### config.mk
export PLATFORM = sky130hd
export DESIGN_NAME = sdb_top
export DESIGN_NICKNAME = d
export VERILOG_FILES = /design/src/core/sdb_pkg.sv /design/src/core/sdb_baud.sv /design/src/core/sdb_ir.sv /design/src/core/sdb_top.sv
export VERILOG_INCLUDE_DIRS = /design/src /design/src/core
export SDC_FILE = /design/constraint.sdc
export NUM_CORES = 1
export LEC_CHECK = 0
export ABC_AREA = 1
export BUFFER_PORTS_ARGS = -buffer_cell sky130_fd_sc_hd__buf_2
export CORE_ASPECT_RATIO = 1.2
export CORE_MARGIN = 3
export CORE_UTILIZATION = 65
export CTS_BUF_LIST = sky130_fd_sc_hd__clkbuf_8
export DETAILED_ROUTE_END_ITERATION = 8
export PLACE_DENSITY = 0.9
export SLEW_MARGIN = 20
export SYNTH_ARGS = -nofsm -noshare
export SYNTH_HDL_FRONTEND = slang
export SYNTH_SLANG_ARGS = --single-unit
### constraint.sdc
create_clock -name CLK -period 5.7 [get_ports CLK]
set_input_delay 1.14 -clock CLK [delete_from_list [all_inputs] [get_ports CLK]]
set_output_delay 1.14 -clock CLK [all_outputs]
set_load 0.02 [all_outputs]
### src/core/sdb_cfg.svh
// Purpose: offsets, field positions, reset values and counts
// Assumes: APB byte addressing, one register per aligned word
// Notes: definitions only
`ifndef SDB_CFG_SVH
`define SDB_CFG_SVH
// -----------------------------------------------------------------------
// register byte addresses
// -----------------------------------------------------------------------
`define SDB_OFF_STAT1 8'h00
`define SDB_OFF_BAUD 8'h04
`define SDB_OFF_IRC 8'h08
`define SDB_OFF_IST 8'h0C
`define SDB_OFF_IMSK 8'h10
`define SDB_OFF_DATA 8'h18
// -----------------------------------------------------------------------
// field positions
// -----------------------------------------------------------------------
`define SDB_ST_TE 7
`define SDB_ST_TC 6
`define SDB_ST_RF 5
`define SDB_ST_FE 1
`define SDB_IRQ_TE 0
`define SDB_IRQ_RF 1
`define SDB_IRQ_FE 2
// -----------------------------------------------------------------------
// reset values and counts
// -----------------------------------------------------------------------
`define SDB_RST_BAUD 6'h00
`define SDB_RST_IRC 3'h0
`define SDB_RST_MASK 3'h0
`define SDB_PD_0 11'h001
`define SDB_PD_1 11'h003
`define SDB_PD_2 11'h004
`define SDB_PD_3 11'h00D
`define SDB_RT_LAST 4'hF
`define SDB_RT_MID 4'h7
`define SDB_LAST_BIT 4'h8
`define SDB_TX_LAST_BIT 4'h9
`define SDB_IRW_316 2'h0
`define SDB_IRW_132 2'h3
`define SDB_IRLEN_316 4'h3
`define SDB_IRLEN_116 4'h1
`endif

### src/core/sdb_pkg.sv
// Purpose: shared types of the serial data, baud and infrared block
// Assumes: constants live in sdb_cfg.svh
// Notes: configuration travels as packed structs
`default_nettype none
package sdb_pkg;
    // baud generator settings
    typedef struct packed {
        logic src_bus;
        logic [1:0] pcode;
        logic [2:0] rcode;
    } sdb_baud_cfg_t;
    // infrared settings
    typedef struct packed {
        logic enable;
        logic [1:0] width;
    } sdb_ir_cfg_t;
    typedef enum logic {SDB_TX_IDLE, SDB_TX_SEND} sdb_tx_state_t;
    typedef enum logic [1:0] {SDB_RX_IDLE, SDB_RX_START, SDB_RX_DATA}
        sdb_rx_state_t;
endpackage
`default_nettype wire

### src/core/sdb_baud.sv
// Purpose: prescaler and power-of-two divider, 16x sample tick
// Assumes: src_en is a one-cycle enable at the source clock rate
// Notes: half_tick marks the middle of each sample period
`include "sdb_cfg.svh"
`default_nettype none
module sdb_baud
    import sdb_pkg::*;
(
    input wire logic clk,
    input wire logic rst_n,
    input wire logic src_en,
    input wire sdb_baud_cfg_t cfg,
    output logic rt_tick,
    output logic half_tick
);
    logic [10:0] pd;
    logic [10:0] div_m1;
    logic [10:0] cnt;
    // prescaler divisor times power-of-two divisor, minus one
    assign pd = (cfg.pcode == 2'h0) ? `SDB_PD_0 :
                (cfg.pcode == 2'h1) ? `SDB_PD_1 :
                (cfg.pcode == 2'h2) ? `SDB_PD_2 : `SDB_PD_3;
    assign div_m1 = 11'((pd << cfg.rcode) - 11'h001);
    // >= so a smaller divisor written mid-count cannot overrun
    assign rt_tick = src_en & (cnt >= div_m1);
    assign half_tick = src_en & (cnt == (div_m1 >> 1));
    always_ff @(posedge clk or negedge rst_n) begin
        if (!rst_n) begin
            cnt <= 11'h000;
        end else if (rt_tick) begin
            cnt <= 11'h000;
        end else if (src_en) begin
            cnt <= cnt + 11'h001;
        end
    end
endmodule
`default_nettype wire

### src/core/sdb_ir.sv
// Purpose: infrared narrow-pulse encoder and pulse-stretch decoder
// Assumes: line idles high, a zero bit is a low pulse
// Notes: the 1/32 width ends at the middle of the first sample period
`include "sdb_cfg.svh"
`default_nettype none
module sdb_ir
    import sdb_pkg::*;
(
    input wire logic clk,
    input wire logic rst_n,
    input wire sdb_ir_cfg_t cfg,
    input wire logic rt_tick,
    input wire logic half_tick,
    input wire logic [3:0] tx_phase,
    input wire logic tx_bit,
    input wire logic rx_pin,
    output logic ir_tx,
    output logic rx_dec
);
    logic first_half;
    logic zero_pulse;
    logic [3:0] len;
    logic [3:0] hold;
    // code 10 treated as 1/16 wide
    assign len = (cfg.width == `SDB_IRW_316) ? `SDB_IRLEN_316
                                             : `SDB_IRLEN_116;
    assign zero_pulse = ~tx_bit & ((cfg.width == `SDB_IRW_132)
        ? (tx_phase == 4'h0) & first_half : (tx_phase < len));
    // encoder and decoder flops
    always_ff @(posedge clk or negedge rst_n) begin
        if (!rst_n) begin
            first_half <= 1'b0;
            ir_tx <= 1'b1;
            hold <= 4'h0;
            rx_dec <= 1'b1;
        end else begin
            first_half <= rt_tick | (first_half & ~half_tick);
            ir_tx <= ~(cfg.enable & zero_pulse);
            if (!rx_pin && hold == 4'h0) begin
                hold <= `SDB_RT_LAST;
            end else if (rt_tick && hold != 4'h0) begin
                hold <= hold - 4'h1;
            end
            rx_dec <= rx_pin & (hold == 4'h0);
        end
    end
endmodule
`default_nettype wire

### src/core/sdb_top.sv
// Purpose: data buffer, baud generator and infrared control over APB
// Assumes: 8N1 frames, transmitter and receiver always enabled
// Notes: two-cycle APB access, PREADY from a flop
//
// Design decision made here: the APB slave port.
`include "sdb_cfg.svh"
`default_nettype none
module sdb_top
    import sdb_pkg::*;
(
    input wire logic CLK,
    input wire logic RST_N,
    input wire logic PSEL,
    input wire logic PENABLE,
    input wire logic PWRITE,
    input wire logic [7:0] PADDR,
    input wire logic [31:0] PWDATA,
    output logic [31:0] PRDATA,
    output logic PREADY,
    output logic PSLVERR,
    input wire logic OSC_CLK,
    input wire logic RXD,
    output logic TXD,
    output logic IRQ
);
    // -------------------------------------------------------------------
    // bus decode
    // -------------------------------------------------------------------
    logic acc_first, acc_done, mapped, wr_done, rd_done;
    logic hit_stat, hit_baud, hit_irc, hit_ist, hit_imsk, hit_data;
    logic [31:0] rd_word;

    // first access cycle prepares data, second completes
    assign acc_first = PSEL & PENABLE & ~PREADY;
    assign acc_done = PSEL & PENABLE & PREADY;
    assign hit_stat = (PADDR == `SDB_OFF_STAT1);
    assign hit_baud = (PADDR == `SDB_OFF_BAUD);
    assign hit_irc = (PADDR == `SDB_OFF_IRC);
    assign hit_ist = (PADDR == `SDB_OFF_IST);
    assign hit_imsk = (PADDR == `SDB_OFF_IMSK);
    assign hit_data = (PADDR == `SDB_OFF_DATA);
    assign mapped = hit_stat | hit_baud | hit_irc | hit_ist | hit_imsk |
                    hit_data;
    assign wr_done = acc_done & PWRITE & mapped;
    assign rd_done = acc_done & ~PWRITE & mapped;

    // -------------------------------------------------------------------
    // control registers
    // -------------------------------------------------------------------
    sdb_baud_cfg_t baud_rate_select;
    sdb_ir_cfg_t infrared_control;
    logic [2:0] irq_mask;

    // writes take effect only on the completing edge
    always_ff @(posedge CLK or negedge RST_N) begin
        if (!RST_N) begin
            baud_rate_select <= `SDB_RST_BAUD;
            infrared_control <= `SDB_RST_IRC;
            irq_mask <= `SDB_RST_MASK;
        end else if (wr_done) begin
            if (hit_baud) begin
                baud_rate_select <= PWDATA[5:0];
            end
            if (hit_irc) begin
                infrared_control <= PWDATA[2:0];
            end
            if (hit_imsk) begin
                irq_mask <= PWDATA[2:0];
            end
        end
    end

    // -------------------------------------------------------------------
    // pin synchronisers and source clock edge
    // -------------------------------------------------------------------
    logic osc_s1, osc_s2, osc_s3, src_en;
    logic rxd_s1, rxd_s2;

    // two flops before any logic reads a pin
    always_ff @(posedge CLK or negedge RST_N) begin
        if (!RST_N) begin
            osc_s1 <= 1'b0;
            osc_s2 <= 1'b0;
            osc_s3 <= 1'b0;
            rxd_s1 <= 1'b1;
            rxd_s2 <= 1'b1;
        end else begin
            osc_s1 <= OSC_CLK;
            osc_s2 <= osc_s1;
            osc_s3 <= osc_s2;
            rxd_s1 <= RXD;
            rxd_s2 <= rxd_s1;
        end
    end

    // oscillator must run below half of CLK to be seen
    assign src_en = baud_rate_select.src_bus | (osc_s2 & ~osc_s3);

    // -------------------------------------------------------------------
    // baud generator, shared by both directions
    // -------------------------------------------------------------------
    logic rt_tick;
    logic half_tick;

    sdb_baud u_baud (
        .clk(CLK),
        .rst_n(RST_N),
        .src_en(src_en),
        .cfg(baud_rate_select),
        .rt_tick(rt_tick),
        .half_tick(half_tick)
    );

    // -------------------------------------------------------------------
    // transmit side
    // -------------------------------------------------------------------
    logic [7:0] transmit_bits;
    logic transmitter_empty_flag, te_arm, tx_load, tx_bit, next_te;
    logic [9:0] tx_shift;
    logic [3:0] tx_phase, tx_count;
    sdb_tx_state_t tx_state;

    // buffer holds its value through reset
    always_ff @(posedge CLK) begin
        if (wr_done && hit_data) begin
            transmit_bits <= PWDATA[7:0];
        end
    end

    // moves on a sample tick so the start bit keeps its full length
    assign tx_load = ~transmitter_empty_flag & (tx_state == SDB_TX_IDLE) &
                     rt_tick;
    // the transfer sets the flag even in a clearing cycle
    assign next_te = tx_load | (transmitter_empty_flag &
                     ~(wr_done & hit_data & te_arm));

    // empty flag and its clearing sequence
    always_ff @(posedge CLK or negedge RST_N) begin
        if (!RST_N) begin
            transmitter_empty_flag <= 1'b1;
            te_arm <= 1'b0;
        end else begin
            transmitter_empty_flag <= next_te;
            if (wr_done && hit_data) begin
                te_arm <= 1'b0;
            end else if (rd_done && hit_stat && transmitter_empty_flag) begin
                te_arm <= 1'b1;
            end
        end
    end

    // transmit shifter, start bit first, lsb next
    always_ff @(posedge CLK or negedge RST_N) begin
        if (!RST_N) begin
            tx_state <= SDB_TX_IDLE;
            tx_shift <= 10'h3FF;
            tx_phase <= 4'h0;
            tx_count <= 4'h0;
        end else begin
            case (tx_state)
                SDB_TX_IDLE: begin
                    if (tx_load) begin
                        tx_shift <= {1'b1, transmit_bits, 1'b0};
                        tx_phase <= 4'h0;
                        tx_count <= 4'h0;
                        tx_state <= SDB_TX_SEND;
                    end
                end
                SDB_TX_SEND: begin
                    if (rt_tick) begin
                        tx_phase <= tx_phase + 4'h1;
                        if (tx_phase == `SDB_RT_LAST) begin
                            tx_shift <= {1'b1, tx_shift[9:1]};
                            tx_count <= tx_count + 4'h1;
                            if (tx_count == `SDB_TX_LAST_BIT) begin
                                tx_state <= SDB_TX_IDLE;
                            end
                        end
                    end
                end
                default: tx_state <= SDB_TX_IDLE;
            endcase
        end
    end

    assign tx_bit = (tx_state == SDB_TX_SEND) ? tx_shift[0] : 1'b1;

    // -------------------------------------------------------------------
    // infrared encoder and decoder
    // -------------------------------------------------------------------
    logic ir_tx;
    logic rx_dec;
    logic line_in;

    sdb_ir u_ir (
        .clk(CLK),
        .rst_n(RST_N),
        .cfg(infrared_control),
        .rt_tick(rt_tick),
        .half_tick(half_tick),
        .tx_phase(tx_phase),
        .tx_bit(tx_bit),
        .rx_pin(rxd_s2),
        .ir_tx(ir_tx),
        .rx_dec(rx_dec)
    );

    // data stream takes the infrared path only when enabled
    assign line_in = infrared_control.enable ? rx_dec : rxd_s2;

    // -------------------------------------------------------------------
    // receive side
    // -------------------------------------------------------------------
    logic [7:0] received_bits;
    logic [8:0] rx_shift;
    logic [3:0] rx_phase, rx_count;
    logic rx_done, receiver_full_flag, rx_frame_err, rf_arm, rf_clear;
    logic fe_set, rx_store;
    sdb_rx_state_t rx_state;

    // start bit confirmed mid-bit, then one sample per bit time
    always_ff @(posedge CLK or negedge RST_N) begin
        if (!RST_N) begin
            rx_state <= SDB_RX_IDLE;
            rx_shift <= 9'h000;
            rx_phase <= 4'h0;
            rx_count <= 4'h0;
            rx_done <= 1'b0;
        end else begin
            rx_done <= 1'b0;
            case (rx_state)
                SDB_RX_IDLE: begin
                    if (rt_tick && !line_in) begin
                        rx_phase <= 4'h0;
                        rx_state <= SDB_RX_START;
                    end
                end
                SDB_RX_START: begin
                    if (rt_tick) begin
                        rx_phase <= rx_phase + 4'h1;
                        if (rx_phase == `SDB_RT_MID) begin
                            rx_phase <= 4'h0;
                            rx_count <= 4'h0;
                            // a high level here was only a glitch
                            rx_state <= line_in ? SDB_RX_IDLE : SDB_RX_DATA;
                        end
                    end
                end
                SDB_RX_DATA: begin
                    if (rt_tick) begin
                        rx_phase <= rx_phase + 4'h1;
                        if (rx_phase == `SDB_RT_LAST) begin
                            rx_shift <= {line_in, rx_shift[8:1]};
                            rx_count <= rx_count + 4'h1;
                            if (rx_count == `SDB_LAST_BIT) begin
                                rx_done <= 1'b1;
                                rx_state <= SDB_RX_IDLE;
                            end
                        end
                    end
                end
                default: rx_state <= SDB_RX_IDLE;
            endcase
        end
    end

    // a frame arriving while full is dropped unless the flag clears now
    always_ff @(posedge CLK) begin
        if (rx_store) begin
            received_bits <= rx_shift[7:0];
        end
    end

    assign rf_clear = rd_done & hit_data & rf_arm;
    // a byte landing on the clearing edge is kept: the set wins
    assign rx_store = rx_done & (~receiver_full_flag | rf_clear);
    assign fe_set = rx_store & ~rx_shift[8];

    // full and framing flags, a new frame wins over the clear
    always_ff @(posedge CLK or negedge RST_N) begin
        if (!RST_N) begin
            receiver_full_flag <= 1'b0;
            rx_frame_err <= 1'b0;
            rf_arm <= 1'b0;
        end else begin
            receiver_full_flag <= rx_store | (receiver_full_flag & ~rf_clear);
            rx_frame_err <= fe_set | (rx_frame_err & ~rf_clear);
            if (rd_done && hit_data) begin
                rf_arm <= 1'b0;
            end else if (rd_done && hit_stat && receiver_full_flag) begin
                rf_arm <= 1'b1;
            end
        end
    end

    // -------------------------------------------------------------------
    // interrupt status and mask
    // -------------------------------------------------------------------
    logic [2:0] irq_status, irq_event, irq_w1c, next_irq_status;

    assign irq_event = {fe_set, rx_store, tx_load};
    assign irq_w1c = (wr_done && hit_ist) ? PWDATA[2:0] : 3'h0;
    // events win over a write-one clear in the same cycle
    assign next_irq_status = irq_event | (irq_status & ~irq_w1c);

    always_ff @(posedge CLK or negedge RST_N) begin
        if (!RST_N) begin
            irq_status <= 3'h0;
        end else begin
            irq_status <= next_irq_status;
        end
    end

    // -------------------------------------------------------------------
    // read mux and registered outputs
    // -------------------------------------------------------------------
    logic [7:0] stat1_word;

    assign stat1_word = {transmitter_empty_flag,
                         transmitter_empty_flag & (tx_state == SDB_TX_IDLE),
                         receiver_full_flag, 3'h0, rx_frame_err, 1'b0};
    // read side of the data address is the received byte only
    assign rd_word = hit_stat ? {24'h000000, stat1_word} :
                     hit_baud ? {26'h0, baud_rate_select} :
                     hit_irc ? {29'h0, infrared_control} :
                     hit_ist ? {29'h0, irq_status} :
                     hit_imsk ? {29'h0, irq_mask} :
                     hit_data ? {24'h000000, received_bits} :
                     32'h00000000;

    // one wait state: data and ready settle in the first access cycle
    always_ff @(posedge CLK or negedge RST_N) begin
        if (!RST_N) begin
            PREADY <= 1'b0;
            PRDATA <= 32'h00000000;
            PSLVERR <= 1'b0;
        end else begin
            PREADY <= acc_first;
            PSLVERR <= acc_first & ~mapped;
            if (acc_first && !PWRITE) begin
                PRDATA <= rd_word;
            end
        end
    end

    // line and interrupt pins
    always_ff @(posedge CLK or negedge RST_N) begin
        if (!RST_N) begin
            TXD <= 1'b1;
            IRQ <= 1'b0;
        end else begin
            TXD <= infrared_control.enable ? ir_tx : tx_bit;
            IRQ <= |(irq_status & irq_mask);
        end
    end
endmodule
`default_nettype wire

After elaboration in Yosys (flattened, before gate mapping)
Cells that the tools add are included.
Storage, ports and cells
  input port bits: 47
  register bits after elaboration: 134
  output and inout port bits: 36
  word-level logic and storage cells: 225
Cells by class
  eq/ne operators: 25
  shifts and indexed selects: 1
  $lt $le $gt $ge: 2
  add/sub/neg operators: 7
  multiplexer cells: 60
  reduce and logical (&&, ||, !) cells: 36
  bitwise operators: 56
Operators with widths (number)
  two-way mux 4 bit: 15
  two-way mux 8 bit: 6
  two-way mux 11 bit: 4
  two-way mux 10 bit: 3
  AND 1 bit: 28
  one-hot mux 4 bit (2 select lines): 3
  one-hot mux 10 bit (2 select lines): 1
  adder 4 x 1 -> 4 bit, second input constant: 4
  equality test 4 bit, second input constant: 4
  equality test 8 x 4 -> 1 bit, second input constant: 2
  equality test 8 x 5 -> 1 bit, second input constant: 2
  two-way mux 1 bit: 16
  two-way mux 2 bit: 8
  inequality test 2 bit, second input constant: 8
  NOT 1 bit: 13
  one-hot mux 4 bit (3 select lines): 1
  adder 11 x 1 -> 11 bit, second input constant: 1
  equality test 11 x 10 -> 1 bit: 1
  greater-or-equal comparator 11 bit: 1
  OR 1 bit: 11
  << shifter 11 x 3 -> 11 bit: 1
  subtractor 11 x 1 -> 11 bit, second input constant: 1
  logical AND 1 bit: 10
  nonzero test 2 bit: 5
  other kinds (25): 38

Longest topological paths before layout
Gate-level depths: netlist of run 1.
  word-level depth: 13
  depth in mapped cells: 24
  gate-level depth less buffers: 23

Hierarchy
Synthesis of run 1 repeated with hierarchy kept, for this count alone.
Unflattened totals
  cells, all modules: 769
  area, all modules: 6367.4 µm²
By module, submodules not included
  sdb_top: cells an instance 473, area an instance 4372.9 µm², seq. area each 2373.5 µm², instances 1
  sdb_baud: cells an instance 241, area an instance 1560.2 µm², seq. area each 275.3 µm², instances 1
  sdb_ir: cells an instance 55, area an instance 434.2 µm², seq. area each 177.7 µm², instances 1

Least setup slack after synthesis of run 1
Ideal clock, no wire load.
  path type: register -> register
  from: register baud_rate_select[0] (netlist bit)
  to: register tx_shift[8]
  arrival time: 2848 ps
  library setup time: 77 ps
  required time: 5623 ps
  stages on the path, launching flop included: 23
  period minus slack after synthesis: 2924 ps
  buffers on the path: 1
  setup slack: 2776 ps
  cells stage by stage: dfrtp_1 > inv_2 > nand2_1 > nand4_1 > ha_1 > nand3_2 > nor2_4 > nand2_1 > nand2_1 > nand2_1 > ha_1 > a21oi_1 > o21a_1 > nand4_2 > nand2_4 > inv_4 > o21ai_1 > inv_2 > nand2_4 > nand2_2 > buf_4 > nor2_1 > nor2_1
On the way
  longest elaborated chain between the ends: 7
  elaborated cells on any way between the ends: 8
  classes of those cells: 1 x add/sub; 1 x order compare; 2 x eq/ne; 1 x shift; 2 x bitwise; 1 x reduce/logical
RTL lines
  from (decl): RTL line sdb_top.sv:50  | sdb_baud_cfg_t baud_rate_select;
  from (signal assigned): RTL line sdb_top.sv:57  | baud_rate_select <= `SDB_RST_BAUD;
  from (signal assigned): RTL line sdb_top.sv:62  | baud_rate_select <= PWDATA[5:0];
  << shifter 11 x 3 -> 11 bit (*): RTL line sdb_baud.sv:23  | assign div_m1 = 11'((pd << cfg.rcode) - 11'h001);
  subtractor 11 x 1 -> 11 bit (*): RTL line sdb_baud.sv:23
  greater-or-equal comparator 11 bit (*): RTL line sdb_baud.sv:25  | assign rt_tick = src_en & (cnt >= div_m1);
  AND 1 bit (*): RTL line sdb_baud.sv:25
  AND 1 bit: RTL line sdb_top.sv:131  | assign tx_load = ~transmitter_empty_flag & (tx_state == SDB_TX_IDLE) &
  inequality test 2 bit (no source line)
  AND reduction 3 bit (no source line) (*)
  to (signal assigned): RTL line sdb_top.sv:163  | tx_shift <= {1'b1, transmit_bits, 1'b0};
  to (signal assigned): RTL line sdb_top.sv:173  | tx_shift <= {1'b1, tx_shift[9:1]};
  to (decl): RTL line sdb_top.sv:119  | logic [9:0] tx_shift;
Every way passes the cells marked *; elsewhere a longest branch is shown, timed or not.
A chain may end at the register's enable or synchronous reset.

Worst setup path in the final report of run 1
  from: register baud_rate_select[2] (netlist bit)
  to: register tx_shift[5]
The elaborated chain is that of the path after synthesis.

==> metrics.txt, run 1 <==
CTS root buf clkbuf_8; via count 5099; Fill cells 696; Area after DPL 6300 um2; initial core utilization 67.3%; first-pass GRT wire length between 20 and 25 mm; register area share after synthesis a little under half; Num CTS Buffers 9; Setup CP Type reg2reg; Yosys top cell by area dfrtp_1; Clock power frac 26.8%; Final HPWL DP 9.75 mm; Least-Margin Pin Slew 686 ps; final WL 13.3 mm; CP endpoint kind register; Slew headroom between 50% and 60%; Synth warnings 0; Hold Vio Cnt, Final 0; largest family of logic cells by synthesized area simple AND/OR/NAND/NOR gates; number of vias per cell 5.64; f_max 240 MHz; net switching power 549 uW; CTS tree built; RSZ-0062 raised after global routing false; die area about 11000 um2; fraction of the mapped netlist area in simple logic gates 28.9%; FF+latch count, synth 109; Adder-Cell Fraction of Synth Area 5.30%; static leakage 0.00326 uW; initial antenna violation count 0; post-synth top area share about a third; Critical Path AT about 4500 ps; Clock transition at path regs 100 ps; Final Slew Violations 0; number of buffer cells added on primary ports 34; Avg WL per Cell 14.7 um; compound-gate portion of the synthesized area 8.31%; Required @ worst endpoint 6010 ps; largest net degree at the start of global routing 58; Routability Congestion 0.887; clk_skew 11.7 ps; XOR/XNOR Fraction of Synth Area between 1 and 1.5%; leading post-synthesis cells by cell area dfrtp_1 (32%), nand2_1 (13%), edfxtp_1 (7.8%); CTS resizes 0; GRT Residual Overflow 0; clk_lat worst skew between 300 and 400 ps; Pint 1120 uW; Sinks on Clock Net 109; setup bufs post-CTS 0; Final min period 4160 ps; I/O pin cnt 83; # nets final 852; total track usage 26.4%; die width 94.7 um; 1st-iter DRT viols 364; power per cell area 257 nW/um2; core area roughly 9100 um2; worst reg-to-reg setup slack 1540 ps; layout cells sized above 1 15.2%; Routed Antenna Nets 0; setup TNS 0 ps; area grow syn2layout 5.64%; DRC Markers 0; sw frac 32.9%; most frequent cells in the layout nand2_1 (213), dfrtp_1 (78), inv_1 (68); # diodes 0; outcome finished, final reports clean; Max-Cap Viols 0; synthesized instance count 744; Avg Cell Area, Syn between 8 and 9 um2; combinational power share 19.9%; Clock Tree Buf Depth 2; post-route cell area 6490 um2; commonest non-fill, non-tap cell in the layout nand2_1; mapped cell area around 6100 um2; crit path max fanout 16; Hold WC Path Type reg2reg; final setup vio count 0; H-tree Lvls 3; FP Rows 38; post-route clock period utilization between 70% and 80%; Max IR drop VDD about 0.00023 V; die height 112 um; Worst Setup Start Kind register; # hold bufs at CTS 0; post-synthesis mux area share under 10%; vias in the first global route 5100; Flop pwr share 53.3%; Distinct cells, synth 51; Initial DRT Pass Iterations 6
## worst paths after layout
path / start / end / cells after the start
setup / recovery: baud_rate_select[2] / tx_shift[5] / 19
hold / removal: rxd_s1 / rxd_s2 / 0
setup reg to reg: baud_rate_select[2] / tx_shift[5] / 19
hold reg to reg: rxd_s1 / rxd_s2 / 0
max in group asynchronous: RST_N / baud_rate_select[2] / 2
min in group asynchronous: RST_N / rx_phase[3] / 1
## logic make-up (layout without fill, tap and decap cells)
logic type                 Yosys count  count (layout)
xor gates and xnor gates             9               9
muxes                                5               5
adders and majority gates           26              26
and+or+nand+nor                    387             387
DFF                                109             109
AOI/OAI and AO/OA                   93              93
buffers and inverters              114             131
other                                1              24
## registers in the layout (all words and copies together) (netlist names), 2 cells and up
register / flops
transmit_bits: 8
irq_status: 3
rx_phase: 4
infrared_control: 3
rx_state: 2
u_baud.cnt: 11
PRDATA: 8
tx_count: 4
irq_mask: 3
tx_shift: 9
received_bits: 8
baud_rate_select: 6
rx_count: 4
u_ir.hold: 4
tx_phase: 4
rx_shift: 9
## area by class of cell
| class | count | area (um2) | area share (%) |
|---|---|---|---|
| multi-input cells | 544 | 2840 | 43.8 |
| flip-flops and latches | 109 | 2830 | 43.6 |
| clock buffers | 9 | 124 | 1.91 |
| repair buffers | 35 | 180 | 2.78 |
| clock inverters | 7 | 60.1 | 0.926 |
| inverters | 80 | 303 | 4.67 |
| well taps | 120 | 150 | 2.31 |
## layer usage
layer	track usage (%)	vias up	share of wire [%]
met5	0	-	0
met4	12.1	0	3.0
met3	5.50	39	4.3
met2	46.5	151	53
met1	30.3	2448	40
li1	-	2461	-
## power groups by stage
stage / sequential [uW] / clock (uW) / combinational, uW
floorplan: 896 / 0 / 248
global route: 896 / 494 / 379
finish: 888 / 446 / 332
detailed placement: 900 / 0 / 327
global placement: 896 / 0 / 302
CTS: 887 / 452 / 330
## stage by stage
stage | total power [uW] | utilization (%) | hold slack, ps | worst slack, ps | instances
2_1_floorplan | 1140 | - | 331 | 2780 | 767
3_3_place_gp | 1200 | 69.1 | 335 | 1820 | 888
3_5_place_dp | 1230 | 69.1 | 345 | 1660 | 888
4_1_cts | 1670 | 71.1 | 364 | 1630 | 904
5_1_grt | 1770 | 71.1 | 367 | 1170 | 904
6_report | 1670 | 71.1 | 364 | 1540 | 904
## cells in the mapped netlist, drive strengths merged
library cell	n
nand2	233
inv	79
a31oi	1
or2	3
nand4	12
nor2	52
and3	1
nand3	65
o211ai	3
buf	30
edfxtp	16
nor3	13
a21oi	26
ha	26
nand3b	1
clkbuf	4
mux2i	1
mux2	4
o31ai	2
o21a	2
nor4	5
a211oi	1
a221oi	3
o2111ai	1
clkinv	1
o21ai	51
o22ai	2
nor3b	2
dfrtp	78
o21bai	1
xor2	9
dfstp	15
conb	1
## critical path: stages, from the launching register on
cell      delay (ps)
dfrtp_1          600
inv_1            290
nand4_1          250
ha_1             260
nand3_2          130
nor2_4           150
nand2_1           90
nand2_1           90
nand2_1           70
ha_1             310
nand2_1           70
nor2_1           120
nand3b_1         110
nand4_2          120
nand2_4          150
inv_4            150
nand3_1          470
nand2_2          430
nand2_1          130
nand2_1           90
(Power assumes the default switching activity.)
==> inputs of run 2 (changes only) <==
--- a/config.mk
+++ b/config.mk
@@ -6,14 +6,14 @@
 export SDC_FILE = /design/constraint.sdc
 export NUM_CORES = 1
 export LEC_CHECK = 0
-export ABC_AREA = 1
+export ABC_AREA = 0
 export BUFFER_PORTS_ARGS = -buffer_cell sky130_fd_sc_hd__buf_2
 export CORE_ASPECT_RATIO = 1.2
 export CORE_MARGIN = 3
-export CORE_UTILIZATION = 65
+export CORE_UTILIZATION = 54
 export CTS_BUF_LIST = sky130_fd_sc_hd__clkbuf_8
 export DETAILED_ROUTE_END_ITERATION = 8
-export PLACE_DENSITY = 0.9
+export PLACE_DENSITY = 0.8
 export SLEW_MARGIN = 20
 export SYNTH_ARGS = -nofsm -noshare
 export SYNTH_HDL_FRONTEND = slang
==> constraint.sdc (replaced) <==
create_clock -name CLK -period 3.3 [get_ports CLK]
set_input_delay 0.66 -clock CLK [delete_from_list [all_inputs] [get_ports CLK]]
set_output_delay 0.66 -clock CLK [all_outputs]
set_load 0.02 [all_outputs]
==> metrics.txt, run 2 <==
H-tree Lvls 3 (unchanged); most frequent cells in the layout dfrtp_1 (77), nand2_1 (40), nor2_1 (38); Post-synth top cells dfrtp_1 (78), nand2_1 (42), a21oi_1 (40); Required @ worst endpoint 3630 ps (-2380 ps); 1st-iter DRT viols 355 (-2.5%); vias in the first global route 4733 (-7.2%); post-route clock period utilization 104% (+31 points); final WL 14.0 mm (+5.8%); number of buffer cells added on primary ports 34 (unchanged); post-synth top area share 31.9% (+0.091 points); Pint 2280 uW (+100%); Setup WS pre-CTS -69.5 ps (-1730 ps); initial core utilization 56.8% (-10 points); clk_skew 15.5 ps (+3.75 ps); Clock power frac 22.3% (-4.5 points); total track usage 22.0% (-4.4 points); f_max 292 MHz (+21%); combinational power share 26.8% (+6.9 points); met1 usage 26.2% (-4.1 points); Num CTS Buffers 9 (unchanged); Worst Setup Start Kind register; Final HPWL DP 9.75 mm (about the same); Avg WL per Cell 17.5 um (+19%); Top reg by flops u_baud.cnt; static leakage 0.00317 uW (-2.8%); # hold bufs at CTS 0 (unchanged); crit path max fanout 6 (-10); die height 123 um (+9.0%); Routability Congestion 0.885 (-0.16%); clk_lat worst skew 400 ps (+20 ps); Critical Path AT 3750 ps (-720 ps); GR Util met2 39.1% (-7.3 points); Initial DRT Pass Iterations 5 (-1); Setup WS post-layout -126 ps (-1670 ps); Hold WC Path Type in2async; async set-or-reset flop fraction in the synthesized netlist 85.3% (unchanged); initial antenna violation count 0 (unchanged); GRT Residual Overflow 0 (unchanged); Clock Tree Buf Depth 2 (unchanged); register area share after synthesis 46.2% (+0.13 points); outcome complete, but fails checks; Slew headroom 41.6% (-13 points); Hold Vio Cnt, Final 0 (unchanged); via count 4829 (-5.3%); leading post-synthesis cells by cell area dfrtp_1 (32%), edfxtp_1 (7.8%), dfstp_2 (6.4%); Max IR drop VDD 0.000332 V (+42%); top_reg_cell synth dfrtp_1; die area 12700 um2 (+19%); sw frac 35.0% (+2.0 points); Avg Cell Area, Syn 10.1 um2 (+23%); EDFF count, synth 16 (unchanged); Clock transition at path regs 110 ps (about the same); DRC Markers 0 (unchanged); gr busiest metal met2; mapped cell area 6120 um2 (-0.29%); setup TNS -1480 ps (-1480 ps); largest net degree at the start of global routing 54 (-6.9%); RSZ-0062 raised after global routing true; Distinct cells, synth 78 (+53%); Sinks on Clock Net 109 (unchanged); Final min period 3430 ps (-733 ps); max reg flops 11 (unchanged); power per cell area 491 nW/um2 (+91%); first-pass GRT wire length 22.0 mm (-1.3%); CP endpoint kind register; CTS root buf clkbuf_8; die width 103 um (+9.0%); GR Util met3 3.07% (-2.4 points); I/O pin cnt 83 (unchanged); net switching power 1230 uW (+120%); FP Rows 41 (+7.9%); Flop pwr share 50.9% (-2.4 points); area grow syn2layout 16.8%; layout cells sized above 1 27.6% (+12 points); failing checks setup timing; Synth warnings 0 (unchanged); commonest non-fill, non-tap cell in the layout dfrtp_1; Yosys top cell by area dfrtp_1; Routed Antenna Nets 0 (unchanged); core area 10800 um2 (+18%); Final Slew Violations 0 (unchanged); # nets final 741 (-13%); most numerous cell in the Yosys netlist dfrtp_1; number of vias per cell 6.02 (+6.7%); Power Total 3510 uW (+110%); synthesized instance count 605 (-19%); Least-Margin Pin Slew 867 ps (+181 ps); FF+latch count, synth 109 (unchanged); # diodes 0 (unchanged); Max-Cap Viols 0 (unchanged); final setup vio count 34 (+34); CTS tree built; biggest regs u_baud.cnt x11, rx_shift x9, tx_shift x9; Setup CP Type reg2reg
-- run 2: what timing repair did --
action	in CTS	in global routing
endpoints found under the hold margin	0	0
gates resized for setup	13	56
gates cloned	1	2
endpoints found under the setup margin	31	54
buffers inserted	4	6
pin swaps	7	12
-- run 2: layout make-up --
type | instances | area, um2
Clock buffer | 9 | 124
Clock inverter | 7 | 60.1
Fill cell | 806 | 3620
Inverter | 24 | 90.1
Multi-Input combinational cell | 448 | 3350
Sequential cell | 109 | 2830
Tap cell | 129 | 161
Timing Repair Buffer | 76 | 539
-- run 2: power groups by stage --
stage	clock network [uW]	logic [uW]	registers (uW)
after global placement	0	803	1770
after floorplan	0	655	1750
after global routing	849	1040	1820
after CTS	806	858	1760
final	783	940	1790
after detailed placement	0	851	1790
-- run 2: worst max-delay path, cell delays in order (launching register included) --
cell,delay (ps)
dfrtp_1,450
nor2_1,140
o21ai_2,80
nand2b_4,150
ha_4,180
nand4bb_4,190
o21ai_1,90
a22oi_1,80
a21boi_2,170
ha_1,310
nand4_1,220
o21ai_4,280
a31oi_4,120
buf_6,160
buf_6,120
or4b_4,520
o211ai_1,90
-- run 2: through the flow --
| step | cell area, um2 | cells | util (%) | hold slack, ps |
|---|---|---|---|---|
| detailed placement | 6560 | 773 | 60.9 | 346 |
| floorplan | 6340 | 628 | - | 331 |
| finish | 7150 | 802 | 66.4 | 288 |
| global route | 7150 | 802 | 66.4 | 328 |
| global placement | 6560 | 773 | 60.9 | 334 |
| CTS | 6820 | 794 | 63.3 | 290 |
-- run 2: metal layers --
metal	vias to the layer above	wire, um	part of all wire, %
met4	0	331	2.4
met3	31	512	3.7
li1	2311	-	-
met5	-	0	0
met1	2384	5730	41
met2	103	7440	53
-- run 2: final timing paths --
check | endpoint | slack, ps | from | depth (start not counted)
max | rx_state[0] | -130 | baud_rate_select[1] | 16
min | baud_rate_select[2] | 290 | RST_N | 1
max reg2reg | rx_state[0] | -130 | baud_rate_select[1] | 16
min reg2reg | osc_s2 | 370 | osc_s1 | 0
max in group asynchronous | rxd_s2 | 2200 | RST_N | 2
min in group CLK | rxd_s1 | 340 | RXD | 1
-- run 2: cell families after synthesis --
logic type      after synthesis  share of synthesized area (%)
simple gates                194                           16.7
flops                       109                           46.2
mux                          36                           6.40
xor+xnor                     20                           2.86
buf+inv                      73                           6.40
compound gates              145                           15.9
other cells                   1                         0.0612
fa+ha+maj                    27                           5.48
==> inputs of run 3 (changes only) <==
--- a/config.mk
+++ b/config.mk
@@ -10,10 +10,10 @@
 export BUFFER_PORTS_ARGS = -buffer_cell sky130_fd_sc_hd__buf_2
 export CORE_ASPECT_RATIO = 1.2
 export CORE_MARGIN = 3
-export CORE_UTILIZATION = 54
+export CORE_UTILIZATION = 60
 export CTS_BUF_LIST = sky130_fd_sc_hd__clkbuf_8
 export DETAILED_ROUTE_END_ITERATION = 8
-export PLACE_DENSITY = 0.8
+export PLACE_DENSITY = 0.93
 export SLEW_MARGIN = 20
 export SYNTH_ARGS = -nofsm -noshare
 export SYNTH_HDL_FRONTEND = slang
==> constraint.sdc (replaced) <==
create_clock -name CLK -period 3.8 [get_ports CLK]
set_input_delay 0.76 -clock CLK [delete_from_list [all_inputs] [get_ports CLK]]
set_output_delay 0.76 -clock CLK [all_outputs]
set_load 0.02 [all_outputs]
==> metrics.txt, run 3 (synthesized netlist as in run 2, its figures left out) <==
commonest non-fill, non-tap cell in the layout dfrtp_1; max reg flops 11 (unchanged); Routed Antenna Nets 0 (unchanged); die height 117 um (-4.9%); Routability Congestion 0.917 (+3.6%); 1st-iter DRT viols 255 (-28%); Initial DRT Pass Iterations 5 (unchanged); power per cell area 448 nW/um2 (-8.7%); DRC Markers 0 (unchanged); first-pass GRT wire length 21.3 mm (-3.0%); FP Rows 39 (-4.9%); Worst Setup Start Kind register; cell chain of the critical path maj3_1 > nand2_1 > ha_1 > nand4bb_1 > o21ai_0 > a22oi_1 > a21boi_2 > ha_1 > a21o_1 > a21o_1 > a21oi_1 > o21ai_2 > a31oi_2 > nor2_2 > mux2_1; fin util 67.5% (+1.1 points); Hold Vio Cnt, Final 0 (unchanged); Slew headroom 45.1% (+3.5 points); I/O pin cnt 83 (unchanged); most frequent cells in the layout dfrtp_1 (78), nand2_1 (42), a21oi_1 (40); Final Slew Violations 0 (unchanged); Worst path top cell family by delay compound AO/OA/AOI/OAI gates; area grow syn2layout 7.60%; post-route clock period utilization 95.5% (-8.3 points); Top reg by flops u_baud.cnt; Avg WL per Cell 16.6 um (-5.1%); Required @ worst endpoint 4070 ps (+440 ps); Max-Cap Viols 0 (unchanged); crit path max fanout 9 (+3); number of vias per cell 6.13 (+1.9%); CTS root buf clkbuf_8; clk_skew 13.5 ps (-2.02 ps); Final min period 3630 ps (+204 ps); Hold Path Depth 0; Max IR drop VDD 0.000355 V (+6.7%); setup bufs post-CTS 0 (-4); Least-Margin Pin Slew 824 ps (-42.9 ps); Final HPWL DP 9.48 mm (-2.8%); setup TNS 0 ps (+1480 ps); Fill cells 711 (-12%); static leakage 0.00295 uW (-6.7%); via count 4711 (-2.4%); initial core utilization 62.7% (+5.9 points); # nets final 713 (-3.8%); clk_lat worst skew 380 ps (-20 ps); biggest regs u_baud.cnt x11, rx_shift x9, tx_shift x9; Worst Reg-to-Reg Cells 15 (-1); # diodes 0 (unchanged); final setup vio count 0 (-100%); die width 98.2 um (-4.8%); sequential cell area 2830 um2 (about the same); slowest CP cell dfrtp_1; Clock Tree Buf Depth 2 (unchanged); layout cells sized above 1 17.1% (-11 points); outcome finished, final reports clean; Hold WC Path Type reg2reg; slowest stage delay, CP 450 ps (-70 ps); H-tree Lvls 3 (unchanged); largest net degree at the start of global routing 47 (-13%); initial antenna violation count 0 (unchanged); final WL 12.7 mm (-9.1%); Critical Path AT 3900 ps (+150 ps); f_max 275 MHz (-5.6%); worst path bufs/invs 0 (-2); GRT Residual Overflow 0 (unchanged); die area 11500 um2 (-9.5%); CP endpoint kind register; Num CTS Buffers 9 (unchanged); area of the multi-input gates 3030 um2 (-9.6%); total track usage 23.0% (+0.95 points); Setup CP Type reg2reg; Clock transition at path regs 110 ps (about the same); Crit. path cell count 15 (-1); vias in the first global route 4735 (+0.042%); CTS tree built; core area 9760 um2 (-9.4%); number of buffer cells added on primary ports 34 (unchanged); hold_ws 362 ps (+74.6 ps); Sinks on Clock Net 109 (unchanged); Power Total 2950 uW (-16%)
[run 3: final timing paths]
check,from,endpoint,slack [ps]
min in group asynchronous,RST_N,rx_phase[0],380
setup reg to reg,baud_rate_select[0],rx_shift[7],170
hold reg to reg,osc_s1,osc_s2,360
setup / recovery,baud_rate_select[0],rx_shift[7],170
hold / removal,osc_s1,osc_s2,360
max in group asynchronous,RST_N,tx_shift[7],2620
[run 3: area by class of cell]
cell class / count / share of cell area [%]
Multi-Input combinational cell: 446 / 46.0
Sequential cell: 109 / 42.9
Timing Repair Buffer: 50 / 4.50
Tap cell: 123 / 2.34
Clock buffer: 9 / 1.88
Inverter: 24 / 1.37
Clock inverter: 7 / 1.03
[run 3: what timing repair did]
| item | in CTS | in global routing |
|---|---|---|
| setup endpoints to repair | 0 | 39 |
| resized for setup | 0 | 8 |
| hold buffers | 0 | 0 |
| endpoints found under the hold margin | 0 | 0 |
[run 3: routing by layer]
layer	vias up	track usage, %	part of all wire, %
met5	-	0	0
met4	0	11.3	2.8
met3	33	3.70	4.2
met2	135	41.9	53
met1	2301	26.5	40
li1	2242	-	-
[run 3: report_power, final]
part	internal (uW)	switching, uW	leakage, uW
Combinational	318	426	0.00154
Clock	254	420	0.0000941
Sequential	1370	164	0.00132
[run 3: metrics by stage]
stage               worst slack, ps  cell area (um2)  cells
floorplan                      64.3             6220    628
global placement                209             6370    752
detailed placement             76.4             6370    752
CTS                            33.0             6560    768
global route                  -53.7             6590    768
finish                          170             6590    768
